==> config.mk <==
export PLATFORM = sky130hd
export DESIGN_NAME = touch_key_proximity_ctrl
export DESIGN_NICKNAME = d
export VERILOG_FILES = /design/src/rtl/touch_key_proximity_ctrl.v
export VERILOG_INCLUDE_DIRS = /design/src /design/src/rtl
export SDC_FILE = /design/constraint.sdc
export NUM_CORES = 1
export LEC_CHECK = 0
export BUFFER_PORTS_ARGS = -buffer_cell sky130_fd_sc_hd__buf_4
export CORE_MARGIN = 5
export CORE_UTILIZATION = 37
export CTS_BUF_LIST = sky130_fd_sc_hd__clkbuf_16
export DETAILED_ROUTE_END_ITERATION = 16
export PLACE_DENSITY = 0.54
export SLEW_MARGIN = 20
export SYNTH_ARGS = -nofsm -noshare
export SYNTH_HDL_FRONTEND = slang
export SYNTH_SLANG_ARGS = --single-unit
export TNS_END_PERCENT = 30
==> constraint.sdc <==
create_clock -name aclk -period 4.4 [get_ports aclk]
set_clock_uncertainty 0.05 [all_clocks]
set_input_delay 0.88 -clock aclk [delete_from_list [all_inputs] [get_ports aclk]]
set_output_delay 0.88 -clock aclk [all_outputs]
set_load 0.03 [all_outputs]
==> src/rtl/touch_key_consts.vh <==
`ifndef TOUCH_KEY_CONSTS_VH
`define TOUCH_KEY_CONSTS_VH
// register indices; the bus byte address is four times the index
`define OFS_PROX_ENABLE_RECEIVE_CANCEL_CAL 16'ha008
`define OFS_PROX_CREF_GAIN    16'ha009
`define OFS_PROX_AMP_POWER    16'ha00a
`define OFS_PROX_LOAD         16'ha00b
`define OFS_CLOCK_SELECT      16'ha00c
`define OFS_CTRL_STATUS       16'ha01b
`define OFS_HIGH_DUTY_LO      16'ha01c
`define OFS_HIGH_DUTY_HI      16'ha01d
`define OFS_LOW_DUTY_LO       16'ha01e
`define OFS_LOW_DUTY_HI       16'ha01f
`define OFS_BASELINE_LO       16'ha028
`define OFS_BASELINE_HI       16'ha029
`define OFS_THRESHOLD_LO      16'ha02a
`define OFS_THRESHOLD_HI      16'ha02b
`define OFS_PULLUP_CTRL       16'ha02c
`define OFS_ENGINE_CFG        16'ha030
`define OFS_IRQ_STATUS        16'ha034
`define OFS_IRQ_MASK          16'ha038
// reset values
`define RST_PROX_ENABLE_RECEIVE_CANCEL_CAL 8'h00
`define RST_PROX_CREF_GAIN    8'h78
`define RST_PROX_AMP_POWER    8'h27
`define RST_PROX_LOAD         8'h07
`define RST_ZERO8             8'h00
// control/status bit positions; proximity enable is bit 7 of prox_cfg_enable_receive_cancel_cal
`define BIT_START_BUSY        0
`define BIT_INT_FLAG          1
`define BIT_LFN_FLAG          2
`define BIT_PSEUDO_RANDOM     3
`define BIT_AUTO_DELAY_EN     4
`define BIT_PROX_ENABLE       7
// engine config fields (own register)
`define BIT_AUTO_MODE         0
`define BIT_THRESH_MODE       1
`define POS_SETTLE            2
`define POS_START_DELAY       4
`define POS_NOISE_FILT        6
// timing in engine-clock periods
`define SETTLE_UNIT           10'd4
`define START_DELAY_UNIT      10'd256
`define NOISE_UNIT            5'd8
`define CONV_CYCLES           16'd1024
`endif

==> src/rtl/touch_key_proximity_ctrl.v <==
// Notes on behaviour
// - auto-start-delay enable set inserts the start delay before each sequence
// - pseudo-random enable randomises charge/discharge timing, else fixed
// - noise flag sets on low-frequency noise; software clears by writing zero
// - writing one to start launches a sequence; hardware clears it when done
// - busy reads one at the start bit position while a sequence runs
// - 4-bit clock select picks system clock divisors or slow oscillator undivided or /2
// - each pull selection bit enables one weighted current or resistor source
// - proximity excitation runs on the engine clock, sets its frequency
// - seven receive calibration bits each switch in a weighted capacitor
// - pseudo-load bits take effect only while proximity enable is one
// - settling lasts four engine periods times settling field plus one
// - start delay is 256 engine periods times delay field plus one
// - threshold is raw value, or value plus baseline when mode select is one
// - filter ignores steady comparator longer than eight times setting
//
// Local design decision: the AXI4-Lite interface to the registers.
`timescale 1ns/1ps
`default_nettype none
`include "touch_key_consts.vh"
module touch_key_proximity_ctrl #(
	parameter CONV_LEN = 1024
) (
	// clock, reset, enable
	input  wire        aclk,
	input  wire        aresetn,
	input  wire        clk_en,
	// axi4-lite write
	input  wire [17:0] s_axi_awaddr,
	input  wire        s_axi_awvalid,
	output reg         s_axi_awready,
	input  wire [31:0] s_axi_wdata,
	input  wire [3:0]  s_axi_wstrb,
	input  wire        s_axi_wvalid,
	output reg         s_axi_wready,
	output reg  [1:0]  s_axi_bresp,
	output reg         s_axi_bvalid,
	input  wire        s_axi_bready,
	// axi4-lite read
	input  wire [17:0] s_axi_araddr,
	input  wire        s_axi_arvalid,
	output reg         s_axi_arready,
	output reg  [31:0] s_axi_rdata,
	output reg  [1:0]  s_axi_rresp,
	output reg         s_axi_rvalid,
	input  wire        s_axi_rready,
	// analog front end
	input  wire        comparator_in,
	input  wire        slow_high_oscillator,
	output reg         charge_phase,
	output reg         proximity_transmit_out,
	output reg  [6:0]  receive_cancel_cal,
	output reg  [3:0]  pseudo_load_select,
	output reg  [3:0]  pull_current_select,
	output reg  [3:0]  pull_resistor_select,
	output reg  [2:0]  charge_cap_select,
	output reg         irq
);
	localparam ST_IDLE = 3'd0;
	localparam ST_DELAY = 3'd1;
	localparam ST_SETTLE = 3'd2;
	localparam ST_CONV = 3'd3;
	localparam ST_DONE = 3'd4;

	////////////////////////////////////////////////////////////////////////
	// registers
	reg [7:0]  prox_cfg_enable_receive_cancel_cal;
	reg [7:0]  prox_cfg_cref_gain;
	reg [7:0]  prox_cfg_amp_power;
	reg [7:0]  prox_cfg_load;
	reg [7:0]  touch_clock_select;
	reg [7:0]  touch_ctrl_status;
	reg [7:0]  engine_cfg;
	reg [7:0]  touch_pullup_ctrl;
	reg [15:0] high_duty;
	reg [15:0] low_duty;
	reg [15:0] slow_baseline;
	reg [15:0] detect_threshold;
	reg [1:0]  irq_status;
	reg [1:0]  irq_mask;
	// engine
	reg [2:0]  state;
	reg [7:0]  div_cnt;
	reg        engine_tick;
	reg [9:0]  unit_cnt;
	reg [1:0]  mult_cnt;
	reg [15:0] conv_cnt;
	reg [15:0] lfsr;
	reg [4:0]  steady_cnt;
	reg        comp_prev;
	reg        cmp_s1;
	reg        cmp_s2;
	reg        osc_s1;
	reg        osc_s2;
	reg        osc_prev;
	reg        osc_half;
	reg        seq_done;
	reg        thresh_hit;
	reg        noise_seen;
	// bus handshake latches
	reg        aw_held;
	reg        w_held;
	reg [17:0] aw_addr;
	reg [31:0] w_data;
	reg [3:0]  w_strb;

	////////////////////////////////////////////////////////////////////////
	// input synchronisers for pins
	always @(posedge aclk) begin
		if (!aresetn) begin
			cmp_s1 <= 1'b0;
			cmp_s2 <= 1'b0;
			osc_s1 <= 1'b0;
			osc_s2 <= 1'b0;
		end else if (clk_en) begin
			cmp_s1 <= comparator_in;
			cmp_s2 <= cmp_s1;
			osc_s1 <= slow_high_oscillator;
			osc_s2 <= osc_s1;
		end
	end

	////////////////////////////////////////////////////////////////////////
	// engine clock tick generator
	reg [7:0] div_limit;
	reg       use_osc;
	reg       osc_by4;
	always @* begin
		div_limit = 8'h00;
		use_osc = 1'b0;
		osc_by4 = 1'b0;
		case (touch_clock_select[3:0])
		4'h0: div_limit = 8'h01;
		4'h1: div_limit = 8'h03;
		4'h2: div_limit = 8'h05;
		4'h3: div_limit = 8'h09;
		4'h4: div_limit = 8'h0f;
		4'h5: div_limit = 8'h1f;
		4'h6: div_limit = 8'hff;
		4'he: use_osc = 1'b1;
		4'hf: begin
			use_osc = 1'b1;
			osc_by4 = 1'b1;
		end
		default: div_limit = 8'hff;
		endcase
	end

	// one tick per engine period; the tick also toggles the excitation
	always @(posedge aclk) begin
		if (!aresetn) begin
			div_cnt <= 8'h00;
			engine_tick <= 1'b0;
			osc_prev <= 1'b0;
			osc_half <= 1'b0;
		end else if (clk_en) begin
			osc_prev <= osc_s2;
			engine_tick <= 1'b0;
			if (use_osc) begin
				if (osc_s2 && !osc_prev) begin
					osc_half <= ~osc_half;
					if (!osc_by4 || osc_half)
						engine_tick <= 1'b1;
				end
			end else if (div_cnt >= div_limit) begin
				div_cnt <= 8'h00;
				engine_tick <= 1'b1;
			end else begin
				div_cnt <= div_cnt + 8'h01;
			end
		end
	end

	////////////////////////////////////////////////////////////////////////
	// conversion sequencer
	wire        start_req = touch_ctrl_status[`BIT_START_BUSY];
	wire        auto_mode = engine_cfg[`BIT_AUTO_MODE];
	wire [1:0]  settle_f = engine_cfg[`POS_SETTLE+1:`POS_SETTLE];
	wire [1:0]  delay_f = engine_cfg[`POS_START_DELAY+1:`POS_START_DELAY];
	wire [1:0]  filt_f = engine_cfg[`POS_NOISE_FILT+1:`POS_NOISE_FILT];
	wire [16:0] eff_thresh = engine_cfg[`BIT_THRESH_MODE] ?
		({1'b0, detect_threshold} + {1'b0, slow_baseline}) :
		{1'b0, detect_threshold};
	wire [4:0]  filt_limit = {filt_f, 3'b000};
	wire        filt_on = (filt_f != 2'b00);
	wire        comp_ok = !(filt_on && steady_cnt >= filt_limit);

	always @(posedge aclk) begin
		if (!aresetn) begin
			state <= ST_IDLE;
			unit_cnt <= 10'd0;
			mult_cnt <= 2'd0;
			conv_cnt <= 16'd0;
			high_duty <= 16'h0000;
			low_duty <= 16'h0000;
			lfsr <= 16'hace1;
			steady_cnt <= 5'd0;
			comp_prev <= 1'b0;
			seq_done <= 1'b0;
			thresh_hit <= 1'b0;
			noise_seen <= 1'b0;
			charge_phase <= 1'b0;
			proximity_transmit_out <= 1'b0;
		end else if (clk_en) begin
			seq_done <= 1'b0;
			thresh_hit <= 1'b0;
			noise_seen <= 1'b0;
			// excitation follows the engine clock while enabled; it drops
			// at once on disable so pin and load gate agree
			if (!prox_cfg_enable_receive_cancel_cal[7])
				proximity_transmit_out <= 1'b0;
			else if (engine_tick)
				proximity_transmit_out <= ~proximity_transmit_out;
			if (engine_tick)
				lfsr <= {lfsr[14:0], lfsr[15] ^ lfsr[13] ^ lfsr[12] ^ lfsr[10]};
			case (state)
			ST_IDLE: begin
				unit_cnt <= 10'd0;
				mult_cnt <= 2'd0;
				if (start_req) begin
					high_duty <= 16'h0000;
					low_duty <= 16'h0000;
					if (touch_ctrl_status[`BIT_AUTO_DELAY_EN])
						state <= ST_DELAY;
					else
						state <= ST_SETTLE;
				end
			end
			ST_DELAY: if (engine_tick) begin
				if (unit_cnt == `START_DELAY_UNIT - 10'd1) begin
					unit_cnt <= 10'd0;
					mult_cnt <= mult_cnt + 2'd1;
					if (mult_cnt == delay_f) begin
						mult_cnt <= 2'd0;
						state <= ST_SETTLE;
					end
				end else begin
					unit_cnt <= unit_cnt + 10'd1;
				end
			end
			ST_SETTLE: if (engine_tick) begin
				if (unit_cnt == `SETTLE_UNIT - 10'd1) begin
					unit_cnt <= 10'd0;
					mult_cnt <= mult_cnt + 2'd1;
					if (mult_cnt == settle_f) begin
						conv_cnt <= 16'd0;
						state <= ST_CONV;
					end
				end else begin
					unit_cnt <= unit_cnt + 10'd1;
				end
			end
			ST_CONV: if (engine_tick) begin
				// random skip of a phase when enabled
				if (!touch_ctrl_status[`BIT_PSEUDO_RANDOM] || !lfsr[0])
					charge_phase <= ~charge_phase;
				comp_prev <= cmp_s2;
				if (cmp_s2 == comp_prev && steady_cnt != 5'h1f)
					steady_cnt <= steady_cnt + 5'd1;
				else if (cmp_s2 != comp_prev)
					steady_cnt <= 5'd0;
				if (filt_on && steady_cnt == filt_limit)
					noise_seen <= 1'b1;
				if (comp_ok) begin
					if (cmp_s2)
						high_duty <= high_duty + 16'd1;
					else
						low_duty <= low_duty + 16'd1;
				end
				conv_cnt <= conv_cnt + 16'd1;
				if (conv_cnt == CONV_LEN[15:0] - 16'd1)
					state <= ST_DONE;
			end
			ST_DONE: begin
				seq_done <= 1'b1;
				if (auto_mode && {1'b0, low_duty} > eff_thresh)
					thresh_hit <= 1'b1;
				charge_phase <= 1'b0;
				state <= ST_IDLE;
			end
			default: state <= ST_IDLE;
			endcase
		end
	end

	////////////////////////////////////////////////////////////////////////
	// analog control outputs
	always @(posedge aclk) begin
		if (!aresetn) begin
			receive_cancel_cal <= 7'd0;
			pseudo_load_select <= 4'd0;
			pull_current_select <= 4'd0;
			pull_resistor_select <= 4'd0;
			charge_cap_select <= 3'd0;
			irq <= 1'b0;
		end else if (clk_en) begin
			receive_cancel_cal <= prox_cfg_enable_receive_cancel_cal[6:0];
			pseudo_load_select <= prox_cfg_enable_receive_cancel_cal[7] ?
				prox_cfg_load[3:0] : 4'd0;
			pull_current_select <= touch_pullup_ctrl[7] ?
				touch_pullup_ctrl[3:0] : 4'd0;
			pull_resistor_select <= touch_pullup_ctrl[6] ?
				touch_pullup_ctrl[3:0] : 4'd0;
			charge_cap_select <= touch_ctrl_status[7:5];
			irq <= |(irq_status & irq_mask);
		end
	end

	////////////////////////////////////////////////////////////////////////
	// axi4-lite write path
	wire do_write = aw_held && w_held && !s_axi_bvalid;
	wire busy_now = (state != ST_IDLE);
	wire [7:0] wb = w_data[7:0];
	wire       wr_lane = w_strb[0];

	always @(posedge aclk) begin
		if (!aresetn) begin
			aw_held <= 1'b0;
			w_held <= 1'b0;
			aw_addr <= 18'h0_0000;
			w_data <= 32'h0000_0000;
			w_strb <= 4'h0;
			s_axi_awready <= 1'b0;
			s_axi_wready <= 1'b0;
			s_axi_bvalid <= 1'b0;
			s_axi_bresp <= 2'b00;
			prox_cfg_enable_receive_cancel_cal <= `RST_PROX_ENABLE_RECEIVE_CANCEL_CAL;
			prox_cfg_cref_gain <= `RST_PROX_CREF_GAIN;
			prox_cfg_amp_power <= `RST_PROX_AMP_POWER;
			prox_cfg_load <= `RST_PROX_LOAD;
			touch_clock_select <= `RST_ZERO8;
			touch_ctrl_status <= `RST_ZERO8;
			engine_cfg <= `RST_ZERO8;
			touch_pullup_ctrl <= `RST_ZERO8;
			slow_baseline <= 16'h0000;
			detect_threshold <= 16'h0000;
			irq_status <= 2'b00;
			irq_mask <= 2'b00;
		end else if (clk_en) begin
			s_axi_awready <= !aw_held && !s_axi_awready;
			s_axi_wready <= !w_held && !s_axi_wready;
			if (s_axi_awvalid && s_axi_awready) begin
				aw_held <= 1'b1;
				aw_addr <= s_axi_awaddr;
				s_axi_awready <= 1'b0;
			end
			if (s_axi_wvalid && s_axi_wready) begin
				w_held <= 1'b1;
				w_data <= s_axi_wdata;
				w_strb <= s_axi_wstrb;
				s_axi_wready <= 1'b0;
			end
			if (s_axi_bvalid && s_axi_bready)
				s_axi_bvalid <= 1'b0;
			// hardware clears start at the end of the sequence
			if (state == ST_DONE)
				touch_ctrl_status[`BIT_START_BUSY] <= 1'b0;
			// hardware set events; set beats clear below
			if (do_write) begin
				aw_held <= 1'b0;
				w_held <= 1'b0;
				s_axi_bvalid <= 1'b1;
				s_axi_bresp <= 2'b00;
				if (wr_lane) case (aw_addr[17:2])
				`OFS_PROX_ENABLE_RECEIVE_CANCEL_CAL: prox_cfg_enable_receive_cancel_cal <= wb;
				`OFS_PROX_CREF_GAIN:    prox_cfg_cref_gain <= wb;
				`OFS_PROX_AMP_POWER:    prox_cfg_amp_power <= wb;
				`OFS_PROX_LOAD:         prox_cfg_load <= {4'h0, wb[3:0]};
				`OFS_CLOCK_SELECT:      touch_clock_select <= {4'h0, wb[3:0]};
				`OFS_CTRL_STATUS: begin
					touch_ctrl_status[7:3] <= wb[7:3];
					// flags only clear by writing zero
					if (!wb[`BIT_LFN_FLAG] && !noise_seen)
						touch_ctrl_status[`BIT_LFN_FLAG] <= 1'b0;
					if (!wb[`BIT_INT_FLAG] && !seq_done && !thresh_hit)
						touch_ctrl_status[`BIT_INT_FLAG] <= 1'b0;
					if (wb[`BIT_START_BUSY] && state != ST_DONE)
						touch_ctrl_status[`BIT_START_BUSY] <= 1'b1;
				end
				`OFS_BASELINE_LO:  slow_baseline[7:0] <= wb;
				`OFS_BASELINE_HI:  slow_baseline[15:8] <= wb;
				`OFS_THRESHOLD_LO: detect_threshold[7:0] <= wb;
				`OFS_THRESHOLD_HI: detect_threshold[15:8] <= wb;
				`OFS_PULLUP_CTRL:  touch_pullup_ctrl <= {wb[7:6], 2'b00, wb[3:0]};
				`OFS_ENGINE_CFG:   engine_cfg <= wb;
				`OFS_IRQ_STATUS:   irq_status <= irq_status & ~wb[1:0];
				`OFS_IRQ_MASK:     irq_mask <= wb[1:0];
				default: s_axi_bresp <= 2'b10;
				endcase
				else if (aw_addr[17:2] != `OFS_IRQ_STATUS) s_axi_bresp <= 2'b00;
			end
			if (noise_seen) begin
				touch_ctrl_status[`BIT_LFN_FLAG] <= 1'b1;
				irq_status[1] <= 1'b1;
			end
			if (seq_done || thresh_hit) begin
				touch_ctrl_status[`BIT_INT_FLAG] <= 1'b1;
				irq_status[0] <= 1'b1;
			end
		end
	end

	////////////////////////////////////////////////////////////////////////
	// axi4-lite read path
	reg [7:0] rd_byte;
	reg       rd_err;
	always @* begin
		rd_byte = 8'h00;
		rd_err = 1'b0;
		case (s_axi_araddr[17:2])
		`OFS_PROX_ENABLE_RECEIVE_CANCEL_CAL: rd_byte = prox_cfg_enable_receive_cancel_cal;
		`OFS_PROX_CREF_GAIN:    rd_byte = prox_cfg_cref_gain;
		`OFS_PROX_AMP_POWER:    rd_byte = prox_cfg_amp_power;
		`OFS_PROX_LOAD:         rd_byte = prox_cfg_load;
		`OFS_CLOCK_SELECT:      rd_byte = touch_clock_select;
		`OFS_CTRL_STATUS:
			rd_byte = {touch_ctrl_status[7:1], busy_now};
		`OFS_HIGH_DUTY_LO: rd_byte = high_duty[7:0];
		`OFS_HIGH_DUTY_HI: rd_byte = high_duty[15:8];
		`OFS_LOW_DUTY_LO:  rd_byte = low_duty[7:0];
		`OFS_LOW_DUTY_HI:  rd_byte = low_duty[15:8];
		`OFS_BASELINE_LO:  rd_byte = slow_baseline[7:0];
		`OFS_BASELINE_HI:  rd_byte = slow_baseline[15:8];
		`OFS_THRESHOLD_LO: rd_byte = detect_threshold[7:0];
		`OFS_THRESHOLD_HI: rd_byte = detect_threshold[15:8];
		`OFS_PULLUP_CTRL:  rd_byte = touch_pullup_ctrl;
		`OFS_ENGINE_CFG:   rd_byte = engine_cfg;
		`OFS_IRQ_STATUS:   rd_byte = {6'd0, irq_status};
		`OFS_IRQ_MASK:     rd_byte = {6'd0, irq_mask};
		default:           rd_err = 1'b1;
		endcase
	end

	always @(posedge aclk) begin
		if (!aresetn) begin
			s_axi_arready <= 1'b0;
			s_axi_rvalid <= 1'b0;
			s_axi_rdata <= 32'h0000_0000;
			s_axi_rresp <= 2'b00;
		end else if (clk_en) begin
			s_axi_arready <= !s_axi_rvalid && !s_axi_arready;
			if (s_axi_arvalid && s_axi_arready) begin
				s_axi_arready <= 1'b0;
				s_axi_rvalid <= 1'b1;
				s_axi_rdata <= {24'h00_0000, rd_byte};
				s_axi_rresp <= rd_err ? 2'b10 : 2'b00;
			end else if (s_axi_rvalid && s_axi_rready) begin
				s_axi_rvalid <= 1'b0;
			end
		end
	end
endmodule // touch_key_proximity_ctrl
`default_nettype wire

* After elaboration in Yosys (flattened, before gate mapping)
Index checks and enable logic that the tools add are counted.
** Storage, ports and cells
- Input bits :: 82
- Output and inout bits :: 66
- Logic and storage cells :: 340
- Flip-flop bits (word level) :: 264
** Operators by class
- Mux-type cells :: 90
- Order comparisons :: 3
- Reductions and logical operators :: 103
- Add/sub/neg operators :: 8
- Eq/ne operators :: 67
- Bitwise gates (word level) :: 10
** Operators by type and width (count)
- $eq A16 B16 Y1 const B :: 32
- $mux W16 :: 11
- $pmux W8 S18 :: 1
- $pmux W16 S2 :: 3
- $reduce_and A4 Y1 :: 18
- $pmux W8 S7 :: 1
- $add A16 B1 Y16 const B :: 3
- $mux W10 :: 4
- $reduce_bool A2 Y1 :: 19
- $mux W3 :: 12
- $mux W1 :: 35
- $pmux W10 S3 :: 1
- $ne A2 B2 Y1 const B :: 13
- $mux W2 :: 12
- $reduce_and A6 Y1 :: 4
- $reduce_and A2 Y1 :: 11
- $logic_and A1 B1 Y1 :: 19
- $reduce_or A18 Y1 :: 1
- $add A16 B16 Y17 :: 1
- $gt A16 B17 Y1 :: 1
- $mux W17 :: 1
- $eq A16 B10 Y1 const B :: 1
- $logic_not A1 Y1 :: 16
- $reduce_or A14 Y1 :: 1
- other kinds (40) :: 60

* Longest topological paths before layout
Gate-level depths: netlist of the first run.
- Word-level depth :: 8
- Mapped depth :: 15
- Gate-level depth less buffers :: 15

* Worst setup path after synthesis of the first run
No wires, ideal clock.
- Path kind :: register to register
- From :: register slow_baseline[0]
- To :: register thresh_hit
- Data required time :: 4.226 ns
- Library setup time :: 0.124 ns
- Path buffers :: 0
- Path slack :: 1.478 ns
- Arrival time :: 2.748 ns
- Cell stages (with the launch flop) :: 16
- Clock period less this slack :: 2.922 ns
- Cell sequence :: dfxtp_1 -> ha_1 -> fa_1 -> a21oi_1 -> o211a_1 -> o21ba_2 -> o21bai_1 -> a211o_1 -> a31oi_1 -> ha_1 -> a21oi_1 -> nor2b_1 -> o21ai_0 -> o2111ai_1 -> a31oi_1 -> nor3_1
** Between the ends
- Longest elaborated chain between the ends :: 6
** RTL lines
- start, declared :: RTL line touch_key_proximity_ctrl.v:77 : reg [15:0] slow_baseline;
- start signal, assigned :: RTL line touch_key_proximity_ctrl.v:380 : `OFS_BASELINE_LO: slow_baseline[7:0] <= wb;
- $add A16 B16 Y17 :: RTL line touch_key_proximity_ctrl.v:182 : ({1'b0, detect_threshold} + {1'b0, slow_baseline}) :
- $mux W17 :: RTL line touch_key_proximity_ctrl.v:181 : wire [16:0] eff_thresh = engine_cfg[`BIT_THRESH_MODE] ?
- $gt A16 B17 Y1 :: RTL line touch_key_proximity_ctrl.v:276 : if (auto_mode && {1'b0, low_duty} > eff_thresh)
- $logic_and A1 B1 Y1 :: RTL line touch_key_proximity_ctrl.v:276
- $mux W1 :: RTL line touch_key_proximity_ctrl.v:276
- $mux W1 :: RTL line touch_key_proximity_ctrl.v:216 : case (state)
- end signal, assigned :: RTL line touch_key_proximity_ctrl.v:200 : thresh_hit <= 1'b0;
- end signal, assigned :: RTL line touch_key_proximity_ctrl.v:206 : thresh_hit <= 1'b0;
- end signal, assigned :: RTL line touch_key_proximity_ctrl.v:277 : thresh_hit <= 1'b1;
- end, declared :: RTL line touch_key_proximity_ctrl.v:98 : reg thresh_hit;
Every way passes these cells.
A chain may end at the register's enable or synchronous reset.

* Final worst setup path of the first run
- From :: register detect_threshold[4]
- To :: register thresh_hit
** Between the ends
- Longest elaborated chain between the ends :: 6
** RTL lines
- start, declared :: RTL line touch_key_proximity_ctrl.v:78 : reg [15:0] detect_threshold;
- start signal, assigned :: RTL line touch_key_proximity_ctrl.v:382 : `OFS_THRESHOLD_LO: detect_threshold[7:0] <= wb;
- $add A16 B16 Y17 :: RTL line touch_key_proximity_ctrl.v:182
- $mux W17 (*) :: RTL line touch_key_proximity_ctrl.v:181
- $gt A16 B17 Y1 (*) :: RTL line touch_key_proximity_ctrl.v:276
- $logic_and A1 B1 Y1 (*) :: RTL line touch_key_proximity_ctrl.v:276
- $mux W1 (*) :: RTL line touch_key_proximity_ctrl.v:276
- $mux W1 (*) :: RTL line touch_key_proximity_ctrl.v:216
Mark *: on every way between the ends. The rest lies on a longest branch, timed or not.

==> flow_metrics.env, run 1 <==
export IMPL_worst_pin_slew_ps=1040
export IMPL_path_class="reg -> reg"
export IMPL_yosys_warnings=0
export IMPL_layout_drive_gt1_share=0.117
export IMPL_finalMaxSlewViolations=0
export IMPL_critPathMaxFanout=4
export IMPL_clk_latency_ps=560
export IMPL_first_pass_iters=5
export IMPL_grt_pass1_wl_um=65400
export IMPL_clkSinkCount=260
export IMPL_powerDensity_nw_per_um2=325
export IMPL_rows=70
export IMPL_crit_path_end_kind="register"
export IMPL_antenna_found_initial=1
export IMPL_routedWlPerCell_um=19.3
export IMPL_setup_viol=0
export IMPL_r2r_start="detect_threshold[4]"
export IMPL_ys_flop_type="dfxtp_1"
export IMPL_fp_dieH_um=203
export IMPL_core_area_um2=36800
export IMPL_routed_wl_um=42200
export IMPL_place_congestion=0.926
export IMPL_nets=1829
export IMPL_initial_core_util=0.376
export IMPL_synth_cells=1655
export IMPL_grt_pass1_vias=11500
export IMPL_io_buffers=90
export IMPL_die_w_um=203
export IMPL_grtUsageTotal=0.195
export IMPL_outcome="completed"
export IMPL_clock_fmax_mhz=277
export IMPL_antenna_left=0
export IMPL_muxShareOfSynthArea=0.0828
export IMPL_finalCritPeriodShare=0.821
export IMPL_syn_area_per_cell_um2=8.35
export IMPL_cts_buffer_depth=3
export IMPL_cts_buffers=29
export IMPL_worstPathRequired_ps=4820
export IMPL_crit_path_cell_trace="ha_1 -> nand2_1 -> nor3b_1 -> o211ai_1 -> a211oi_1 -> nor2_1 -> o311a_1 -> ha_1 -> nand4_1 -> nor2_1 -> o31ai_1 -> o2111ai_1 -> a31oi_1 -> nor3_1"
export IMPL_rsz0062_at_grt="false"
export IMPL_fin_tns_setup_ps=0
export IMPL_synthArstFlopShare=0
export IMPL_hold_violations=0
export IMPL_rr_endpoint="thresh_hit"
export IMPL_synth_xor_area_share=0.0298
export IMPL_num_vias=12300
export IMPL_synth_edf_count=0
export IMPL_yosys_area_share_adder=0.0467
export IMPL_ys_seq_elements=260
export IMPL_arrival_ps=4030
export IMPL_grt_overflow_total=0
export IMPL_dp_cells=2133
export IMPL_netlist_top_cell_by_area="dfxtp_1"
export IMPL_cts_htree_levels=1
export IMPL_r2r_cells=14
export IMPL_clockRootBuffer="clkbuf_16"
export IMPL_cp_slowest_cell="a211oi_1"
export IMPL_synth_area_um2=13800
export IMPL_final_cells=2184
export IMPL_yosysTopAreaCellShare=0.377
export IMPL_ir_worst_vdd_uv=277
export IMPL_start_kind="register"
export IMPL_synth_top_family_by_area="simple AND/OR/NAND/NOR gates"
export IMPL_tritoncts="built"
export IMPL_viasPerCell=5.63
export IMPL_whs_path_depth=2
export IMPL_cts_setup_buffers=0
export IMPL_ys_seq_area_frac=0.377
export IMPL_critical_path_max_stage_delay_ps=600
export IMPL_holdBufCountCts=0
export IMPL_antenna_cells=0
export IMPL_cts_repair_resized=0
export IMPL_layout_min_cycle_time_ps=3610
export IMPL_yosys_top_cells_area="dfxtp_1 (38%), mux2i_1 (7.4%), nor2_1 (5.1%), nand2_1 (4.8%), a21oi_1 (4.7%)"
export IMPL_hold_class="reg -> reg"
export IMPL_max_slew_margin=0.308
export IMPL_grt_max_degree=63
export IMPL_rrSetupSlack_ps=790
export IMPL_synth_compound_area_frac=0.166
export IMPL_drc=0
export IMPL_p_leak_nw=6.20
export IMPL_area_growth_pct=13.5
export IMPL_dpl_hpwl_um=30400
export IMPL_min_to="lfsr[12]"
export IMPL_drv_cap=0
export IMPL_min_from="lfsr[11]"
export IMPL_initialDrtViolationCount=923
export IMPL_synthSimpleGateAreaFrac=0.246
export IMPL_ys_types=92
export IMPL_pin_count=148
export IMPL_die_area_um2=41300
export IMPL_clkTransAtPathRegs_ps=60
==> layout make-up <==
type	instances	area [µm²]
clock buffers	29	726
multi-input cells	1264	8020
clock inverters	22	203
fillers	3638	21100
repair buffers	109	818
inverters	32	123
flip-flops and latches	260	5200
well taps	468	586
==> layout by cell type (no fill, tap or decap), types with 6 or more instances in the layout <==
cell	Yosys	layout
a22oi_1	23	23
conb_1	1	26
nand4_1	29	29
a21o_1	11	11
a31oi_1	7	7
nand2b_1	26	26
clkbuf_16	0	29
or2_2	9	9
a311oi_1	6	6
xnor2_1	30	30
o211ai_1	13	13
a21oi_1	129	128
nand3_1	81	81
o21ai_0	57	56
and4_1	8	8
nand2_1	177	177
or3_1	14	14
and2_1	10	10
nor2_1	187	187
and3_1	28	28
dfxtp_1	260	260
inv_1	32	39
mux2i_1	102	102
nor2b_1	12	12
a211oi_1	12	12
or4_1	24	24
o31ai_1	13	13
nor4_1	17	17
a222oi_1	9	9
mux2_2	9	9
o2111ai_1	6	6
nor3_1	20	20
ha_1	50	50
xor2_1	17	17
buf_4	26	109
==> how the worst max path moves through the flow <==
stage               slack (ps)  cells past startpoint           startpoint          to
floorplan                 1480                     15     slow_baseline[0]  thresh_hit
global placement           970                     13     slow_baseline[4]  thresh_hit
detailed placement         920                     14  detect_threshold[4]  thresh_hit
CTS                        850                     14  detect_threshold[4]  thresh_hit
global route               580                     14  detect_threshold[4]  thresh_hit
finish                     790                     14  detect_threshold[4]  thresh_hit
==> critical path: cells and delay by family (launching register included) <==
family                   cells  cell delay [ps]
AND/OR/NAND/NOR              6              950
AO/OA/AOI/OAI                6             1510
flip-flops                   1              360
adder cells (fa/ha/maj)      2              680
==> sequential cells by signal, indices dropped and copies added, names as in the netlist, 7 cells and up <==
register / flops
aw_addr: 16
conv_cnt: 16
detect_threshold: 16
div_cnt: 8
engine_cfg: 8
high_duty: 16
lfsr: 16
low_duty: 16
prox_cfg_amp_power: 8
prox_cfg_cref_gain: 8
prox_cfg_enable_receive_cancel_cal: 8
receive_cancel_cal: 7
s_axi_rdata: 8
slow_baseline: 16
touch_ctrl_status: 8
unit_cnt: 10
w_data: 8
==> power by group <==
| group | switching (mW) | internal (mW) |
|---|---|---|
| sequential | 0.0341 | 2.38 |
| combinational | 0.186 | 0.0948 |
| clock | 0.987 | 1.42 |
==> layer usage <==
layer,vias to the layer above,wire (µm),track usage
li1,6036,-,-
met1,5852,18900,0.265
met2,329,19600,0.323
met3,86,2300,0.0286
met4,2,1370,0.0578
met5,-,7,0
==> cells in the mapped netlist, types with 10 or more instances <==
cell type  instances
or4_1             24
nor2_1           187
nand3_1           81
a22oi_1           23
and2_1            10
o21ai_0           57
nor3_1            20
and3_1            28
a21oi_1          129
or3_1             14
xnor2_1           30
a211oi_1          12
nand2b_1          26
mux2i_1          102
o211ai_1          13
a21o_1            11
nor2b_1           12
inv_1             32
o31ai_1           13
nand4_1           29
xor2_1            17
clkbuf_1          76
nor4_1            17
nand2_1          177
ha_1              50
dfxtp_1          260
buf_4             26
buf_2             15
==> logic make-up (layout without fill, tap and decap cells) <==
logic type               Yosys count  count (layout)
XOR/XNOR                          47              47
buffers and inverters            156             192
other                              1              26
multiplexers                     112             112
flip-flops                       260             260
AO/OA/AOI/OAI                    349             349
AND/OR/NAND/NOR                  679             679
adder cells (fa/ha/maj)           51              51
==> through the flow <==
stage / power, mW / util / area, µm² / hold WS (ps) / worst slack [ps]
global placement: 2.74 / 0.401 / 14700 / 389 / 970
global route: 5.30 / 0.426 / 15700 / 420 / 579
finish: 5.10 / 0.426 / 15700 / 402 / 788
floorplan: 2.66 / - / 13900 / 381 / 1480
detailed placement: 2.75 / 0.401 / 14700 / 393 / 919
CTS: 5.17 / 0.426 / 15700 / 403 / 855
Note: power is estimated with default switching activity, not from simulation.
==> run 2, diff against run 1 <==
PLACE_DENSITY = 0.56   (was 0.54)
clock period = 3.3 ns   (was 4.4 ns; I/O delays follow)
==> flow_metrics.env, run 2 (synthesized netlist as in run 1, its figures left out) <==
export IMPL_fp_dieH_um=203
export IMPL_crit_path_end_kind="register"
export IMPL_rr_endpoint="thresh_hit"
export IMPL_routed_wl_um=42400
export IMPL_grt_max_degree=59
export IMPL_worst_pin_slew_ps=829
export IMPL_clkTransAtPathRegs_ps=60
export IMPL_core_area_um2=36800
export IMPL_worstPathRequired_ps=3670
export IMPL_fin_tns_setup_ps=0
export IMPL_cts_buffers=29
export IMPL_grt_overflow_total=0
export IMPL_die_w_um=203
export IMPL_nets=1859
export IMPL_final_area_um2=16000
export IMPL_clockRootBuffer="clkbuf_16"
export IMPL_r2r_cells=15
export IMPL_antenna_left=0
export IMPL_drv_cap=0
export IMPL_num_vias=12400
export IMPL_initialDrtViolationCount=972
export IMPL_path_class="reg -> reg"
export IMPL_min_to="osc_s1"
export IMPL_viasPerCell=5.59
export IMPL_finalCritPeriodShare=0.955
export IMPL_io_buffers=90
export IMPL_fillers=3678
export IMPL_pin_count=148
export IMPL_layout_min_cycle_time_ps=3150
export IMPL_crit_path_cell_trace="ha_2 -> fa_2 -> a21oi_2 -> o211a_1 -> o21ba_2 -> o21bai_1 -> a211o_1 -> a31oi_4 -> ha_1 -> a21oi_1 -> nor2b_1 -> o21ai_1 -> o2111ai_1 -> a31oi_1 -> nor3_1"
export IMPL_arrival_ps=3520
export IMPL_cp_slowest_cell="fa_2"
export IMPL_whs_path_depth=3
export IMPL_hold_class="in -> reg"
export IMPL_holdBufCountCts=0
export IMPL_min_from="slow_high_oscillator"
export IMPL_finalMaxSlewViolations=0
export IMPL_cts_buffer_depth=3
export IMPL_grt_pass1_vias=11800
export IMPL_place_congestion=0.902
export IMPL_dpl_hpwl_um=30900
export IMPL_final_util=0.434
export IMPL_hold_violations=0
export IMPL_final_cells=2215
export IMPL_die_area_um2=41300
export IMPL_drc=0
export IMPL_ir_worst_vdd_uv=353
export IMPL_r2r_start="slow_baseline[0]"
export IMPL_critical_path_max_stage_delay_ps=370
export IMPL_clk_latency_ps=540
export IMPL_cts_htree_levels=1
export IMPL_dp_cells=2163
export IMPL_antenna_found_initial=0
export IMPL_outcome="completed"
export IMPL_powerDensity_nw_per_um2=422
export IMPL_initial_core_util=0.376
export IMPL_grt_pass1_wl_um=66400
export IMPL_mostFrequentLayoutCells="dfxtp_1 (256), nor2_1 (186), nand2_1 (177), buf_4 (139), a21oi_1 (125)"
export IMPL_tritoncts="built"
export IMPL_grtUsageTotal=0.198
export IMPL_max_slew_margin=0.447
export IMPL_dpl_cell_area_um2=15000
export IMPL_critPathMaxFanout=3
export IMPL_routedWlPerCell_um=19.2
export IMPL_area_growth_pct=15.6
export IMPL_p_leak_nw=6.33
export IMPL_clkSinkCount=260
export IMPL_first_pass_iters=7
export IMPL_clock_fmax_mhz=317
export IMPL_layout_drive_gt1_share=0.140
export IMPL_final_common_cell="dfxtp_1"
export IMPL_start_kind="register"
export IMPL_rrSetupSlack_ps=150
export IMPL_rows=70
export IMPL_setup_viol=0
[run 2: layout make-up]
class,instances,area [µm²],area share
clock buffers,29,726,0.0454
inverters,32,123,0.00768
flip-flops and latches,260,5210,0.326
clock inverters,22,194,0.0121
multi-input cells,1264,8090,0.507
repair buffers,139,1040,0.0653
well taps,468,586,0.0367
diodes,1,2.50,0.000157
[run 2: timing repair]
| item | in CTS | in global routing |
|---|---|---|
| endpoints found under the setup margin | 1 | 1 |
| gates cloned | 0 | 0 |
| resized for setup | 4 | 14 |
| setup buffers | 0 | 0 |
| endpoints found under the hold margin | 0 | 0 |
| pin swaps | 0 | 3 |
[run 2: worst max-delay path, delay by kind of cell, from the launching register on]
family	cells	cell delay [ps]
adder cells (fa/ha/maj)	3	840
AO/OA/AOI/OAI	10	1690
flip-flops	1	320
AND/OR/NAND/NOR	2	120
[run 2: how the worst max path moves through the flow]
stage | slack [ps] | start | to
2_1_floorplan | 380 | slow_baseline[0] | thresh_hit
3_3_place_gp | -60 | slow_baseline[0] | thresh_hit
3_5_place_dp | -70 | slow_baseline[0] | thresh_hit
4_1_cts | 20 | slow_baseline[0] | thresh_hit
5_1_grt | -6 | slow_baseline[0] | thresh_hit
6_report | 150 | slow_baseline[0] | thresh_hit
[run 2: power by group]
part	switching [mW]	total, mW	internal, mW
clock network	1.27	3.15	1.89
registers	0.0456	3.22	3.17
logic	0.248	0.376	0.128
[run 2: metal layers]
layer  vias to the layer above  GRT usage  wire, µm
met2                       300      0.331     20000
met4                         0     0.0672      1390
met5                         -          0         0
met3                        85     0.0246      2160
li1                       6061          -         -
met1                      5933      0.264     18900
[run 2: per-stage QoR]
step	setup slack, ps	power, mW	hold slack [ps]
final	150	6.74	311
after global routing	-6.10	7.01	302
after CTS	15.5	6.82	300
after detailed placement	-73.1	3.66	397
after global placement	-55.8	3.66	387
after floorplan	378	3.55	381
